--- config.mk ---
export PLATFORM = sky130hd
export DESIGN_NAME = srpd_device_flat
export DESIGN_NICKNAME = d
export VERILOG_FILES = /design/src/rtl/srpd_pkg.sv /design/src/rtl/srpd_link_if.sv /design/src/rtl/srpd_device.sv /design/src/flat_wrapper.sv
export SDC_FILE = /design/constraint.sdc
export NUM_CORES = 1
export LEC_CHECK = 0
export ABC_AREA = 1
export BUFFER_PORTS_ARGS = -buffer_cell sky130_fd_sc_hd__buf_2
export CORE_ASPECT_RATIO = 0.75
export CORE_UTILIZATION = 40
export CTS_CLUSTER_SIZE = 14
export DETAILED_ROUTE_END_ITERATION = 10
export RECOVER_POWER = 50
export SYNTH_ARGS = -nofsm -noshare
export SYNTH_HDL_FRONTEND = slang
export SYNTH_SLANG_ARGS = --single-unit
--- constraint.sdc ---
create_clock -name clock -period 4.7 [get_ports clock]
set_input_delay 0.705 -clock clock [delete_from_list [all_inputs] [get_ports clock]]
set_output_delay 0.705 -clock clock [all_outputs]
set_load 0.05 [all_outputs]
--- src/rtl/srpd_pkg.sv ---
// shared constants, types and helpers of the reset and power-down sequencer
// assumes both ends run on one 25 MHz reference clock
`default_nettype none
package srpd_pkg;

    // reference clock
    localparam int unsigned CLK_HZ = 25_000_000;
    localparam int unsigned CLK_MHZ = CLK_HZ / 1_000_000;

    // power-on reset must end within this time; the longest time rounds down
    localparam int unsigned POR_MAX_NS = 1_000_000;
    localparam int unsigned POR_MAX_CYC = POR_MAX_NS * CLK_MHZ / 1000;

    // device power-on reset length in reference clock cycles
    localparam int unsigned POR_DEV_CYC = 20_000;

    // late lock release: least time high with activity, rounded up
    localparam int unsigned RX_HOLD_NS = 1000;
    localparam int unsigned RX_HOLD_CYC = (RX_HOLD_NS * CLK_MHZ + 999) / 1000;

    // counter width covering every count above
    localparam int unsigned CNT_W = 15;

    // output enables are active low
    localparam logic PIN_DRIVE = 1'b0;
    localparam logic PIN_RELEASE = 1'b1;

    // word shown on the receive bus while the signal is lost
    localparam logic [15:0] LOSS_WORD = 16'hffff;

    typedef enum logic [1:0] {
        HS_OFF,
        HS_POR,
        HS_LATE,
        HS_RUN
    } srpd_host_state_t;

    function automatic logic [CNT_W-1:0] sat_inc(
        input logic [CNT_W-1:0] v
    );
        logic [CNT_W-1:0] r;
        r = (v == {CNT_W{1'b1}}) ? v : v + 1'b1;
        return r;
    endfunction

endpackage
`default_nettype wire

--- src/rtl/srpd_link_if.sv ---
// pins between the transceiver end and the host end
// assumes the testbench resolves pin levels from the active-low enables
`timescale 1ns/1ps
`default_nettype none
interface srpd_link_if;
    logic        enable;
    logic        lockToReferenceN;
    logic        internalLoopbackEnable;
    logic        serialReceivePair;
    logic [15:0] receiveDataBus;
    logic        receiveDataBusOeN;
    logic        lowByteKcodeFlag;
    logic        lowByteKcodeFlagOeN;
    logic        highByteKcodeFlag;
    logic        highByteKcodeFlagOeN;
    logic        recoveredWordClock;
    logic        serialTransmitPair;
    logic        serialTransmitPairOeN;

    modport dev (
        input  enable,
        input  lockToReferenceN,
        input  internalLoopbackEnable,
        input  serialReceivePair,
        output receiveDataBus,
        output receiveDataBusOeN,
        output lowByteKcodeFlag,
        output lowByteKcodeFlagOeN,
        output highByteKcodeFlag,
        output highByteKcodeFlagOeN,
        output recoveredWordClock,
        output serialTransmitPair,
        output serialTransmitPairOeN
    );

    modport host (
        output enable,
        output lockToReferenceN,
        output internalLoopbackEnable,
        output serialReceivePair,
        input  receiveDataBus,
        input  receiveDataBusOeN,
        input  lowByteKcodeFlag,
        input  lowByteKcodeFlagOeN,
        input  highByteKcodeFlag,
        input  highByteKcodeFlagOeN,
        input  recoveredWordClock,
        input  serialTransmitPair,
        input  serialTransmitPairOeN
    );
endinterface
`default_nettype wire

--- src/rtl/srpd_device.sv ---
// transceiver end: power-on reset, receiver reset and power-down of pins
// assumes the reference clock is the module clock and host keeps its side
// How it works
// RL1: reset runs whenever enabled with clock
// RL2: receive data and flags float during reset
// RL3: recovered word clock stays low in reset
// RL4: host keeps lock_n high with activity
// RL5: activity is serial transitions or loopback
// RL6: transmit-only host raises loopback with lock_n
// RL7: lock_n low after reset disables receive
// RL8: reset length fixed, below one millisecond
// RL9: host resets receiver right after power-up
// RL10: late lock_n held high one microsecond
// RL11: enable low floats transmit, data, low flag
// RL12: host keeps clock running in power-down
// RL13: transmitter works in every link configuration; here the serial output floats while internal loopback is on
// RL14: disabled high flag shows loss, active low
// RL15: receive outputs open after both resets
`timescale 1ns/1ps
`default_nettype none
module srpd_device #(
    parameter int unsigned POR_CYC = srpd_pkg::POR_DEV_CYC
) (
    input  wire logic        clock,
    input  wire logic        rstn,
    srpd_link_if.dev         link,
    input  wire logic [15:0] rxWordIn,
    input  wire logic [1:0]  rxKIn,
    input  wire logic        signalLossIn,
    input  wire logic        txSerialIn,
    output logic             porActive,
    output logic             rxReady,
    output logic             powerDown
);

    localparam int W = srpd_pkg::CNT_W;
    localparam logic [W-1:0] POR_LAST = W'(POR_CYC - 1);
    localparam logic [W-1:0] RX_HOLD = W'(srpd_pkg::RX_HOLD_CYC);

    typedef struct packed {
        logic         porDone;
        logic [W-1:0] porCnt;
        logic [W-1:0] rxCnt;
        logic         rxDone;
        logic         rxPrev;
        logic [15:0]  rxData;
        logic         rxDataOeN;
        logic         lowK;
        logic         lowKOeN;
        logic         highK;
        logic         highKOeN;
        logic         wordClk;
        logic         txOut;
        logic         txOeN;
        logic         porActive;
        logic         rxReady;
        logic         powerDown;
    } srpd_dev_st_t;

    // all pins with an output enable float out of reset; the word clock is held low
    localparam srpd_dev_st_t DEV_RST = '{
        rxDataOeN: srpd_pkg::PIN_RELEASE,
        lowKOeN:   srpd_pkg::PIN_RELEASE,
        highKOeN:  srpd_pkg::PIN_RELEASE,
        txOeN:     srpd_pkg::PIN_RELEASE,
        default:   '0
    };

    srpd_dev_st_t st_q;
    srpd_dev_st_t st_d;
    logic         act;
    logic         rxOpen;

    always_comb begin
        st_d = st_q;
        // a level change on the serial pair or loopback counts as activity
        act = link.internalLoopbackEnable
            | (link.serialReceivePair ^ st_q.rxPrev); // RL5
        st_d.rxPrev = link.serialReceivePair;
        st_d.txOut = txSerialIn;
        rxOpen = 1'b0;
        if (!link.enable) begin
            // power-down: everything restarts on the next enable
            st_d.powerDown = 1'b1;
            st_d.porDone = 1'b0;
            st_d.porCnt = '0;
            st_d.rxCnt = '0;
            st_d.rxDone = 1'b0;
            st_d.txOeN = srpd_pkg::PIN_RELEASE; // RL11
            st_d.rxDataOeN = srpd_pkg::PIN_RELEASE; // RL11
            st_d.lowKOeN = srpd_pkg::PIN_RELEASE; // RL11
            st_d.wordClk = 1'b0;
            // loss detect keeps running on the reference clock
            st_d.highK = ~signalLossIn; // RL14
            st_d.highKOeN = srpd_pkg::PIN_DRIVE; // RL14
        end else begin
            st_d.powerDown = 1'b0;
            // fixed count of reference cycles, so length scales with clock
            if (!st_q.porDone) begin
                st_d.porCnt = srpd_pkg::sat_inc(st_q.porCnt); // RL1
                st_d.porDone = (st_q.porCnt == POR_LAST); // RL8
            end
            // receiver reset: lock_n high with activity, in or after reset
            if (!link.lockToReferenceN) begin
                st_d.rxCnt = '0; // RL4
            end else if (act) begin
                st_d.rxCnt = srpd_pkg::sat_inc(st_q.rxCnt); // RL10
            end
            if (st_q.porDone && st_q.rxCnt >= RX_HOLD) begin
                st_d.rxDone = 1'b1; // RL15
            end
            // lock_n low after reset shuts the receive side
            rxOpen = st_q.rxDone & link.lockToReferenceN; // RL7
            // serial output floats only while looped back inside
            st_d.txOeN = link.internalLoopbackEnable
                ? srpd_pkg::PIN_RELEASE
                : srpd_pkg::PIN_DRIVE; // RL13
            if (rxOpen) begin
                st_d.rxData = signalLossIn
                    ? srpd_pkg::LOSS_WORD
                    : rxWordIn;
                st_d.lowK = signalLossIn | rxKIn[0];
                st_d.highK = signalLossIn | rxKIn[1];
                st_d.rxDataOeN = srpd_pkg::PIN_DRIVE; // RL15
                st_d.lowKOeN = srpd_pkg::PIN_DRIVE; // RL15
                st_d.highKOeN = srpd_pkg::PIN_DRIVE; // RL15
                st_d.wordClk = ~st_q.wordClk;
            end else begin
                st_d.rxDataOeN = srpd_pkg::PIN_RELEASE; // RL2
                st_d.lowKOeN = srpd_pkg::PIN_RELEASE; // RL2
                st_d.highKOeN = srpd_pkg::PIN_RELEASE; // RL2
                st_d.wordClk = 1'b0; // RL3
            end
        end
        st_d.porActive = link.enable & ~st_d.porDone;
        st_d.rxReady = rxOpen;
    end

    always_ff @(posedge clock or negedge rstn) begin
        if (!rstn) begin
            st_q <= DEV_RST;
        end else begin
            st_q <= st_d;
        end
    end

    assign link.receiveDataBus = st_q.rxData;
    assign link.receiveDataBusOeN = st_q.rxDataOeN;
    assign link.lowByteKcodeFlag = st_q.lowK;
    assign link.lowByteKcodeFlagOeN = st_q.lowKOeN;
    assign link.highByteKcodeFlag = st_q.highK;
    assign link.highByteKcodeFlagOeN = st_q.highKOeN;
    assign link.recoveredWordClock = st_q.wordClk;
    assign link.serialTransmitPair = st_q.txOut;
    assign link.serialTransmitPairOeN = st_q.txOeN;
    assign porActive = st_q.porActive;
    assign rxReady = st_q.rxReady;
    assign powerDown = st_q.powerDown;

endmodule
`default_nettype wire

--- src/flat_wrapper.sv ---
// flat-port wrapper written by rule: the top's interface ports become plain ports
module srpd_device_flat 
#(
    parameter int unsigned POR_CYC = srpd_pkg::POR_DEV_CYC
)
  (clock, rstn, rxWordIn, rxKIn, signalLossIn, txSerialIn, porActive, rxReady, powerDown, link_enable, link_lockToReferenceN, link_internalLoopbackEnable, link_serialReceivePair, link_receiveDataBus, link_receiveDataBusOeN, link_lowByteKcodeFlag, link_lowByteKcodeFlagOeN, link_highByteKcodeFlag, link_highByteKcodeFlagOeN, link_recoveredWordClock, link_serialTransmitPair, link_serialTransmitPairOeN);
  srpd_link_if link_i ();
  input  wire logic clock;
  input  wire logic rstn;
  input  wire logic [15:0] rxWordIn;
  input  wire logic [1:0] rxKIn;
  input  wire logic signalLossIn;
  input  wire logic txSerialIn;
  output logic porActive;
  output logic rxReady;
  output logic powerDown;
  input wire logic [$bits(link_i.enable)-1:0] link_enable;
  input wire logic [$bits(link_i.lockToReferenceN)-1:0] link_lockToReferenceN;
  input wire logic [$bits(link_i.internalLoopbackEnable)-1:0] link_internalLoopbackEnable;
  input wire logic [$bits(link_i.serialReceivePair)-1:0] link_serialReceivePair;
  output wire logic [$bits(link_i.receiveDataBus)-1:0] link_receiveDataBus;
  output wire logic [$bits(link_i.receiveDataBusOeN)-1:0] link_receiveDataBusOeN;
  output wire logic [$bits(link_i.lowByteKcodeFlag)-1:0] link_lowByteKcodeFlag;
  output wire logic [$bits(link_i.lowByteKcodeFlagOeN)-1:0] link_lowByteKcodeFlagOeN;
  output wire logic [$bits(link_i.highByteKcodeFlag)-1:0] link_highByteKcodeFlag;
  output wire logic [$bits(link_i.highByteKcodeFlagOeN)-1:0] link_highByteKcodeFlagOeN;
  output wire logic [$bits(link_i.recoveredWordClock)-1:0] link_recoveredWordClock;
  output wire logic [$bits(link_i.serialTransmitPair)-1:0] link_serialTransmitPair;
  output wire logic [$bits(link_i.serialTransmitPairOeN)-1:0] link_serialTransmitPairOeN;
  assign link_i.enable = link_enable;
  assign link_i.lockToReferenceN = link_lockToReferenceN;
  assign link_i.internalLoopbackEnable = link_internalLoopbackEnable;
  assign link_i.serialReceivePair = link_serialReceivePair;
  assign link_receiveDataBus = link_i.receiveDataBus;
  assign link_receiveDataBusOeN = link_i.receiveDataBusOeN;
  assign link_lowByteKcodeFlag = link_i.lowByteKcodeFlag;
  assign link_lowByteKcodeFlagOeN = link_i.lowByteKcodeFlagOeN;
  assign link_highByteKcodeFlag = link_i.highByteKcodeFlag;
  assign link_highByteKcodeFlagOeN = link_i.highByteKcodeFlagOeN;
  assign link_recoveredWordClock = link_i.recoveredWordClock;
  assign link_serialTransmitPair = link_i.serialTransmitPair;
  assign link_serialTransmitPairOeN = link_i.serialTransmitPairOeN;
  srpd_device #(.POR_CYC(POR_CYC)) u_core (.clock(clock), .rstn(rstn), .link(link_i), .rxWordIn(rxWordIn), .rxKIn(rxKIn), .signalLossIn(signalLossIn), .txSerialIn(txSerialIn), .porActive(porActive), .rxReady(rxReady), .powerDown(powerDown));
endmodule
==> results.txt, run 1 <==
final setup fails: 0
core area: 7533 um^2
Setup TNS: 0 ps
number of I/O pins: 53
Layout Nets: 476
Starting Density: 0.4229
vias in the first global route: 2,594
post-detail-place hpwl: 5105 um
Initial DRC Count: 172
synthesized flop and latch total: 59
worst vdd ir: 0.0001504 V
Reg clk slew, reported paths: 70 ps
Post-Route WL: 7256 um
Worst R2R Path Depth: 5
htree depth: 3
Syn. warnings: 0
dpl cells: 537
CP Capture Type: flop
arrival time at the worst endpoint: 3640 ps
post-synthesis cell count: 411
pwr dens: 332.4 nW/um^2
clk_lat worst skew: 340 ps
GRT Residual Overflow: 0
CTS Buf Count: 9
area of the mapped netlist: 3186 um^2
# diodes: 0
Residual DRC: 0
crit path kind: input pin to flop
ANT nets after route: 0
RSZ-0062 raised after global routing: false
die area: 8328 um^2
die height: 79.29 um
Synth area leader: dfrtp_1
fin crit period: 3413 ps
failing checks: max-capacitance violations, max-slew violations
Gate power share: 0.142
largest cells by area after synthesis: dfrtp_1, nand2_1, o21ai_0
die width: 105.0 um
routed length per placed instance: 13.12 um
switching power: 0.0003697 W
Row Count: 27
number of buffers added on ports: 52
Startpoint Class: input pin
required time of the critical path: 4930 ps
GPL Wtd Cong: 0.8546
setup bufs post-CTS: 0
Slew Limit Fails: 60
Seq pwr share: 0.463
slew at the pin with the worst max-slew slack: 3135 ps
Async S/R FF share, synth: 1.000
post-synthesis sequential area ratio: 0.4647
DR vias: 2,808
DR vias/cell: 5.078
Syn Nets: 440
Slew HR: -1.090
first-pass GRT wire length: 12,350 um
initial antenna violation count: 0
sw frac: 0.3111
Clk network pwr share: 0.395
post-CTS sizing: 0
most frequent cell after synthesis: nand2_1
Post-Layout Cell Count: 553
Avg Cell Area, Syn: 7.751 um^2
dominant synthesized flop cell: dfrtp_1
outcome: complete, but fails checks
root buf cell: clkbuf_8
Post-synth EDFFs: 0
Hold Path Stages: 1
Clock Skew: 5.606 ps
Final period util: 0.7262
max reg flops: 33
crit-path max FO: 21
Hold-fix buffers, CTS: 0
all-layer global routing usage: 0.1901
synthesis-to-finish area growth: 12.22%
Pint: 0.0008186 W
Most flops, register: u_core.st_q
first drt pass iteration count: 4
Yosys top cell area share: 0.4399
largest net degree at the start of global routing: 60
share of cells above drive strength 1: 0.1792
Worst Hold Class: flop to flop
Clock Path Buffers: 2
clk sinks: 59
total of max-cap violations: 1
CTS tree: yes
Leak: 1.780 nW
Cell variety after synth: 31
top post-synthesis cells by count: nand2_1, dfrtp_1, inv_1
Max Fclk: 0.2930 GHz
Hold Vio Cnt, Final: 0
[worst max-delay path, cell delays in order]
cell and delay, ps:
clkbuf_1 790, nand2_1 270, nor2_1 820, clkinv_1 770
nand2_1 220, nand2_1 60
[worst paths after layout]
check	startpoint	end	slack (ps)
hold reg to reg	u_core.link.recoveredWordClock	u_core.link.recoveredWordClock	430
min in group asynchronous	rstn	u_core.st_q[36]	1490
setup reg to reg	u_core.st_q[28]	u_core.link.receiveDataBus[9]	2380
setup / recovery	link_enable	u_core.link.receiveDataBus[9]	1290
hold / removal	u_core.link.recoveredWordClock	u_core.link.recoveredWordClock	430
max in group asynchronous	rstn	u_core.st_q[56]	1440
[area by class of cell]
| type | instances | area, um^2 |
|---|---|---|
| Tap cell | 101 | 126.4 |
| Timing Repair Buffer | 53 | 256.5 |
| Clock buffer | 9 | 123.9 |
| Inverter | 46 | 172.7 |
| Clock inverter | 7 | 76.32 |
| Sequential cell | 59 | 1480 |
| Multi-Input combinational cell | 278 | 1339 |
| Fill cell | 770 | 3959 |
[cells by family (layout without fill, tap and decap cells)]
family	Yosys count	in the layout	synth area share
AND/OR/NAND/NOR	219	219	0.3087
XOR/XNOR	7	7	0.01925
adder cells (fa/ha/maj)	3	3	0.01178
buffers and inverters	74	115	0.1151
flip-flops	59	59	0.4647
AO/OA/AOI/OAI	49	49	0.08052
[through the flow]
stage | power (W) | worst slack, ps | hold slack, ps | util | cell area [um^2]
2_1_floorplan | 0.0007042 | 3003 | 400.7 | - | 3186
3_3_place_gp | 0.0007298 | 1436 | 430.8 | 0.4494 | 3386
3_5_place_dp | 0.0007308 | 1364 | 419.9 | 0.4494 | 3386
4_1_cts | 0.001204 | 1752 | 432.7 | 0.4760 | 3586
5_1_grt | 0.001242 | 705.5 | 444.9 | 0.4745 | 3575
6_report | 0.001188 | 1287 | 429.0 | 0.4745 | 3575
[power groups by stage]
stage | Combinational [W] | Clock [W] | Sequential [W]
after floorplan | 0.000133 | 0 | 0.000571
after global placement | 0.000170 | 0 | 0.000560
after detailed placement | 0.000172 | 0 | 0.000559
after CTS | 0.000171 | 0.000483 | 0.000550
after global routing | 0.000182 | 0.000507 | 0.000553
final | 0.000168 | 0.000470 | 0.000550
[placed cells by master (no fill, tap or decap), types with 3 or more instances in the layout]
master    netlist  routed
a21oi_1         5       5
nor2_1         27      27
nand3_1        31      31
buf_2           4      46
o21ai_0        33      33
xor2_1          6       6
dfstp_2         3       3
o21ai_1         7       7
clkbuf_1        2       7
nand4_1        23      23
nand2_1       120     120
nor2_2          3       3
ha_1            3       3
nor2_4          3       3
inv_1          41      42
clkbuf_8        0       9
dfrtp_1        56      56
nor3_1          6       6
[routing by layer]
| metal | wire length (um) | vias to the layer above | GRT usage | share of wire |
|---|---|---|---|---|
| met2 | 3083 | 99 | 0.2801 | 0.42 |
| met3 | 439 | 12 | 0.05172 | 0.061 |
| met4 | 98 | 0 | 0.06197 | 0.014 |
| met5 | 0 | - | 0 | 0 |
| li1 | - | 1385 | - | - |
| met1 | 3634 | 1312 | 0.2698 | 0.50 |
No activity file was read; power rests on OpenSTA's default activity.
==> run 2: changes to the inputs <==
- clock period: 4.7 -> 2.9 ns (I/O delays scaled with it)
==> results.txt, run 2 (synthesized netlist as in run 1, its figures left out) <==
fin crit period: 2199 ps
CTS tree: yes
CP Capture Type: flop
sw frac: 0.2975
Clk network pwr share: 0.421
DR vias: 2,757
Leak: 1.806 nW
Layout Nets: 478
DR vias/cell: 4.968
first drt pass iteration count: 5
total of max-cap violations: 0
outcome: finished, final reports clean
clk_lat worst skew: 350 ps
crit-path max FO: 20
number of buffers added on ports: 52
core area: 7533 um^2
slew at the pin with the worst max-slew slack: 1482 ps
post-detail-place hpwl: 5183 um
Startpoint Class: input pin
die area: 8328 um^2
Pint: 0.001415 W
Clock Path Buffers: 2
most common cell after layout, fill and taps aside: nand2_1
switching power: 0.0005992 W
Hold-fix buffers, CTS: 0
all-layer global routing usage: 0.1951
Hold WS: 202.1 ps
R2R Setup Slk: 1020 ps
die width: 105.0 um
Met3 Wirelength: 388 um
crit path kind: input pin to flop
Hold Vio Cnt, Final: 0
# diodes: 0
arrival time at the worst endpoint: 2460 ps
clk sinks: 59
synthesis-to-finish area growth: 13.28%
Worst Hold Class: input pin to flop
post-CTS sizing: 0
Most flops, register: u_core.st_q
largest net degree at the start of global routing: 60
Max Fclk: 0.4548 GHz
Final period util: 0.7582
RSZ-0062 raised after global routing: false
CTS Buf Count: 9
first-pass GRT wire length: 12,530 um
setup bufs post-CTS: 0
vias in the first global route: 2,467
Initial DRC Count: 200
Slew Limit Fails: 0
Starting Density: 0.4229
Gate power share: 0.136
initial antenna violation count: 0
die height: 79.29 um
Setup TNS: 0 ps
most frequent cells in the layout: nand2_1, dfrtp_1, buf_2
htree depth: 3
met2 WL: 3165 um
required time of the critical path: 3160 ps
root buf cell: clkbuf_8
Final Power: 0.002014 W
Residual DRC: 0
GRT Residual Overflow: 0
Row Count: 27
Reg clk slew, reported paths: 70 ps
Seq pwr share: 0.443
routed length per placed instance: 13.49 um
final setup fails: 0
Clock Skew: 9.655 ps
ANT nets after route: 0
Top Metal Used: met4
number of I/O pins: 53
wl on met1: 3832 um
worst vdd ir: 0.0002260 V
GPL Wtd Cong: 0.8144
max reg flops: 33
Slew HR: 0.01181
Post-Route WL: 7486 um
share of cells above drive strength 1: 0.1828
pwr dens: 558.2 nW/um^2
[run 2: cell types whose count changed in the layout (fill, tap and decap cells not counted), sizes merged]
| cell | before | now |
|---|---|---|
| clkinv | 4 | 6 |
| inv | 46 | 45 |
| clkinvlp | 2 | 0 |
| bufinv | 1 | 2 |
| clkbuf | 16 | 17 |
| buf | 46 | 47 |
[run 2: stage by stage]
step | utilization | area, um^2 | worst slack, ps | std cells
floorplan | - | 3186 | 1377 | 411
global placement | 0.4514 | 3401 | 1103 | 539
detailed placement | 0.4514 | 3401 | 1075 | 539
CTS | 0.4811 | 3625 | 1032 | 555
global route | 0.4790 | 3608 | 496.7 | 555
finish | 0.4790 | 3608 | 701.1 | 555
[run 2: final cells by class]
cell class	instances	area, um^2
Fill cell	750	3925
Timing Repair Buffer	55	266.5
Clock inverter	7	100.1
Tap cell	101	126.4
Sequential cell	59	1480
Clock buffer	9	123.9
Multi-Input combinational cell	278	1339
Inverter	46	172.7
[run 2: path summary, 6_finish.rpt]
check,end,from,depth (start not counted)
max,u_core.st_q[44],link_enable,6
min,u_core.link.serialTransmitPair,txSerialIn,1
max reg2reg,u_core.st_q[41],u_core.st_q[29],10
min reg2reg,u_core.link.recoveredWordClock,u_core.link.recoveredWordClock,1
max in group asynchronous,u_core.st_q[51],rstn,2
min in group asynchronous,u_core.st_q[35],rstn,2
[run 2: worst max-delay path: stages]
cell	delay, ps
clkbuf_1	110
clkbuf_1	780
inv_1	420
nor2_1	360
nand2_1	180
o21ai_0	180
[run 2: metal layers]
metal  track usage  up-vias
li1              -     1387
met1        0.2885     1283
met2        0.2715       77
met3       0.05583       10
met4       0.06056        0
met5             0        -
[run 2: power groups by stage]
stage | Clock, W | Combinational, W | Sequential, W
finish | 0.000848 | 0.000274 | 0.000892
floorplan | 0 | 0.000215 | 0.000926
CTS | 0.000878 | 0.000279 | 0.000892
global route | 0.000912 | 0.000296 | 0.000898
detailed placement | 0 | 0.000279 | 0.000906
global placement | 0 | 0.000276 | 0.000906
==> run 3: changes to the inputs <==
- clock period: 2.9 -> 2 ns (I/O delays scaled with it)
==> results.txt, run 3 (synthesized netlist as in run 1, its figures left out) <==
outcome: finished, final reports clean
all-layer global routing usage: 0.1850
Layout Nets: 481
Worst Hold Class: input pin to flop
slew at the pin with the worst max-slew slack: 850.5 ps
Hold-fix buffers, CTS: 1
Clock Skew: 10.72 ps
GPL Wtd Cong: 0.8610
die width: 105.0 um
Setup TNS: 0 ps
Residual DRC: 0
Most flops, register: u_core.st_q
DR vias/cell: 4.943
total of max-cap violations: 0
first drt pass iteration count: 5
delay of the slowest critical-path stage: 430 ps
final worst slack: 228.6 ps
max reg flops: 33
setup bufs post-CTS: 0
CTS Buf Count: 9
pwr dens: 770.4 nW/um^2
Post-Route WL: 7154 um
post-detail-place hpwl: 4989 um
number of I/O pins: 53
Hold Vio Cnt, Final: 0
Slew Limit Fails: 0
Starting Density: 0.4229
R2R Setup Slk: 230 ps
crit path kind: flop to flop
die area: 8328 um^2
htree depth: 3
initial antenna violation count: 0
CP dominant cell by count: nand2_1
core area: 7533 um^2
RSZ-0062 raised after global routing: false
Slowest cell on crit path: dfrtp_1
final setup fails: 0
Max Fclk: 0.5645 GHz
crit path cell chain: ha_1 -> nand2_1 -> nor2_4 -> nand2_2 -> inv_2 -> nand3_2 -> nand2_4 -> inv_1 -> nand3_1 -> nand2_1
arrival time at the worst endpoint: 2000 ps
Initial DRC Count: 257
Reg clk slew, reported paths: 70 ps
Final period util: 0.8857
pre-CTS setup slack: 269.4 ps
ANT nets after route: 0
worst vdd ir: 0.0004632 V
Startpoint Class: flop
synthesis-to-finish area growth: 13.59%
first-pass GRT wire length: 11,870 um
clk sinks: 59
share of cells above drive strength 1: 0.1926
vias in the first global route: 2,490
number of buffers added on ports: 52
die height: 79.29 um
Row Count: 27
GRT Residual Overflow: 0
required time of the critical path: 2230 ps
CTS tree: yes
crit-path max FO: 15
most frequent cells in the layout: nand2_1, dfrtp_1, buf_2
CP Capture Type: flop
post-CTS sizing: 0
largest net degree at the start of global routing: 60
Slew HR: 0.4330
most common cell after layout, fill and taps aside: nand2_1
Leak: 1.807 nW
root buf cell: clkbuf_8
Clock Path Buffers: 2
fin crit period: 1771 ps
# diodes: 0
clk_lat worst skew: 350 ps
routed length per placed instance: 12.82 um
DR vias: 2,758
## run 3: power by group
part | total (W) | internal, W | leakage [nW] | switching (W)
sequential | 0.00129 | 0.00126 | 0.777 | 0.0000347
clock | 0.00110 | 0.000580 | 0.0916 | 0.000517
combinational | 0.000400 | 0.0000887 | 0.938 | 0.000311
total | 0.00279 | 0.00193 | 1.81 | 0.000863
## run 3: through the flow
stage               total power (W)  std cells  instance area (um^2)  hold WS [ps]  utilization
detailed placement         0.001721        541                  3428         332.9       0.4551
floorplan                  0.001655        411                  3186         4.409            -
finish                     0.002788        558                  3618         64.58       0.4803
global route               0.002907        558                  3618         55.21       0.4803
global placement           0.001717        541                  3428         331.5       0.4551
CTS                        0.002832        558                  3641         46.60       0.4833
## run 3: worst paths after layout
kind	startpoint	endpoint	depth (start not counted)
setup / recovery	u_core.st_q[29]	u_core.st_q[41]	10
hold / removal	txSerialIn	u_core.link.serialTransmitPair	1
hold reg to reg	u_core.link.recoveredWordClock	u_core.link.recoveredWordClock	1
min in group asynchronous	rstn	u_core.st_q[36]	3
max in group asynchronous	rstn	u_core.st_q[27]	3
setup reg to reg	u_core.st_q[29]	u_core.st_q[41]	10
## run 3: layout make-up
type | count | area, um^2
well taps | 101 | 126.4
inverters | 46 | 172.7
flip-flops and latches | 59 | 1480
multi-input cells | 278 | 1339
clock buffers | 9 | 123.9
clock inverters | 7 | 78.83
fillers | 733 | 3915
repair buffers | 58 | 297.8
## run 3: critical path, delay by kind of cell, from the launching register on
| family | cells | cell delay (ps) |
|---|---|---|
| adder cells (fa/ha/maj) | 1 | 210 |
| buffers and inverters | 2 | 220 |
| flip-flops | 1 | 430 |
| AND/OR/NAND/NOR | 7 | 790 |
## run 3: per-layer routing
layer	track usage	wire [um]	vias up
met5	0	0	-
met4	0.07606	109	0
met3	0.05255	404	12
met2	0.2490	2831	85
met1	0.2735	3810	1265
li1	-	-	1396
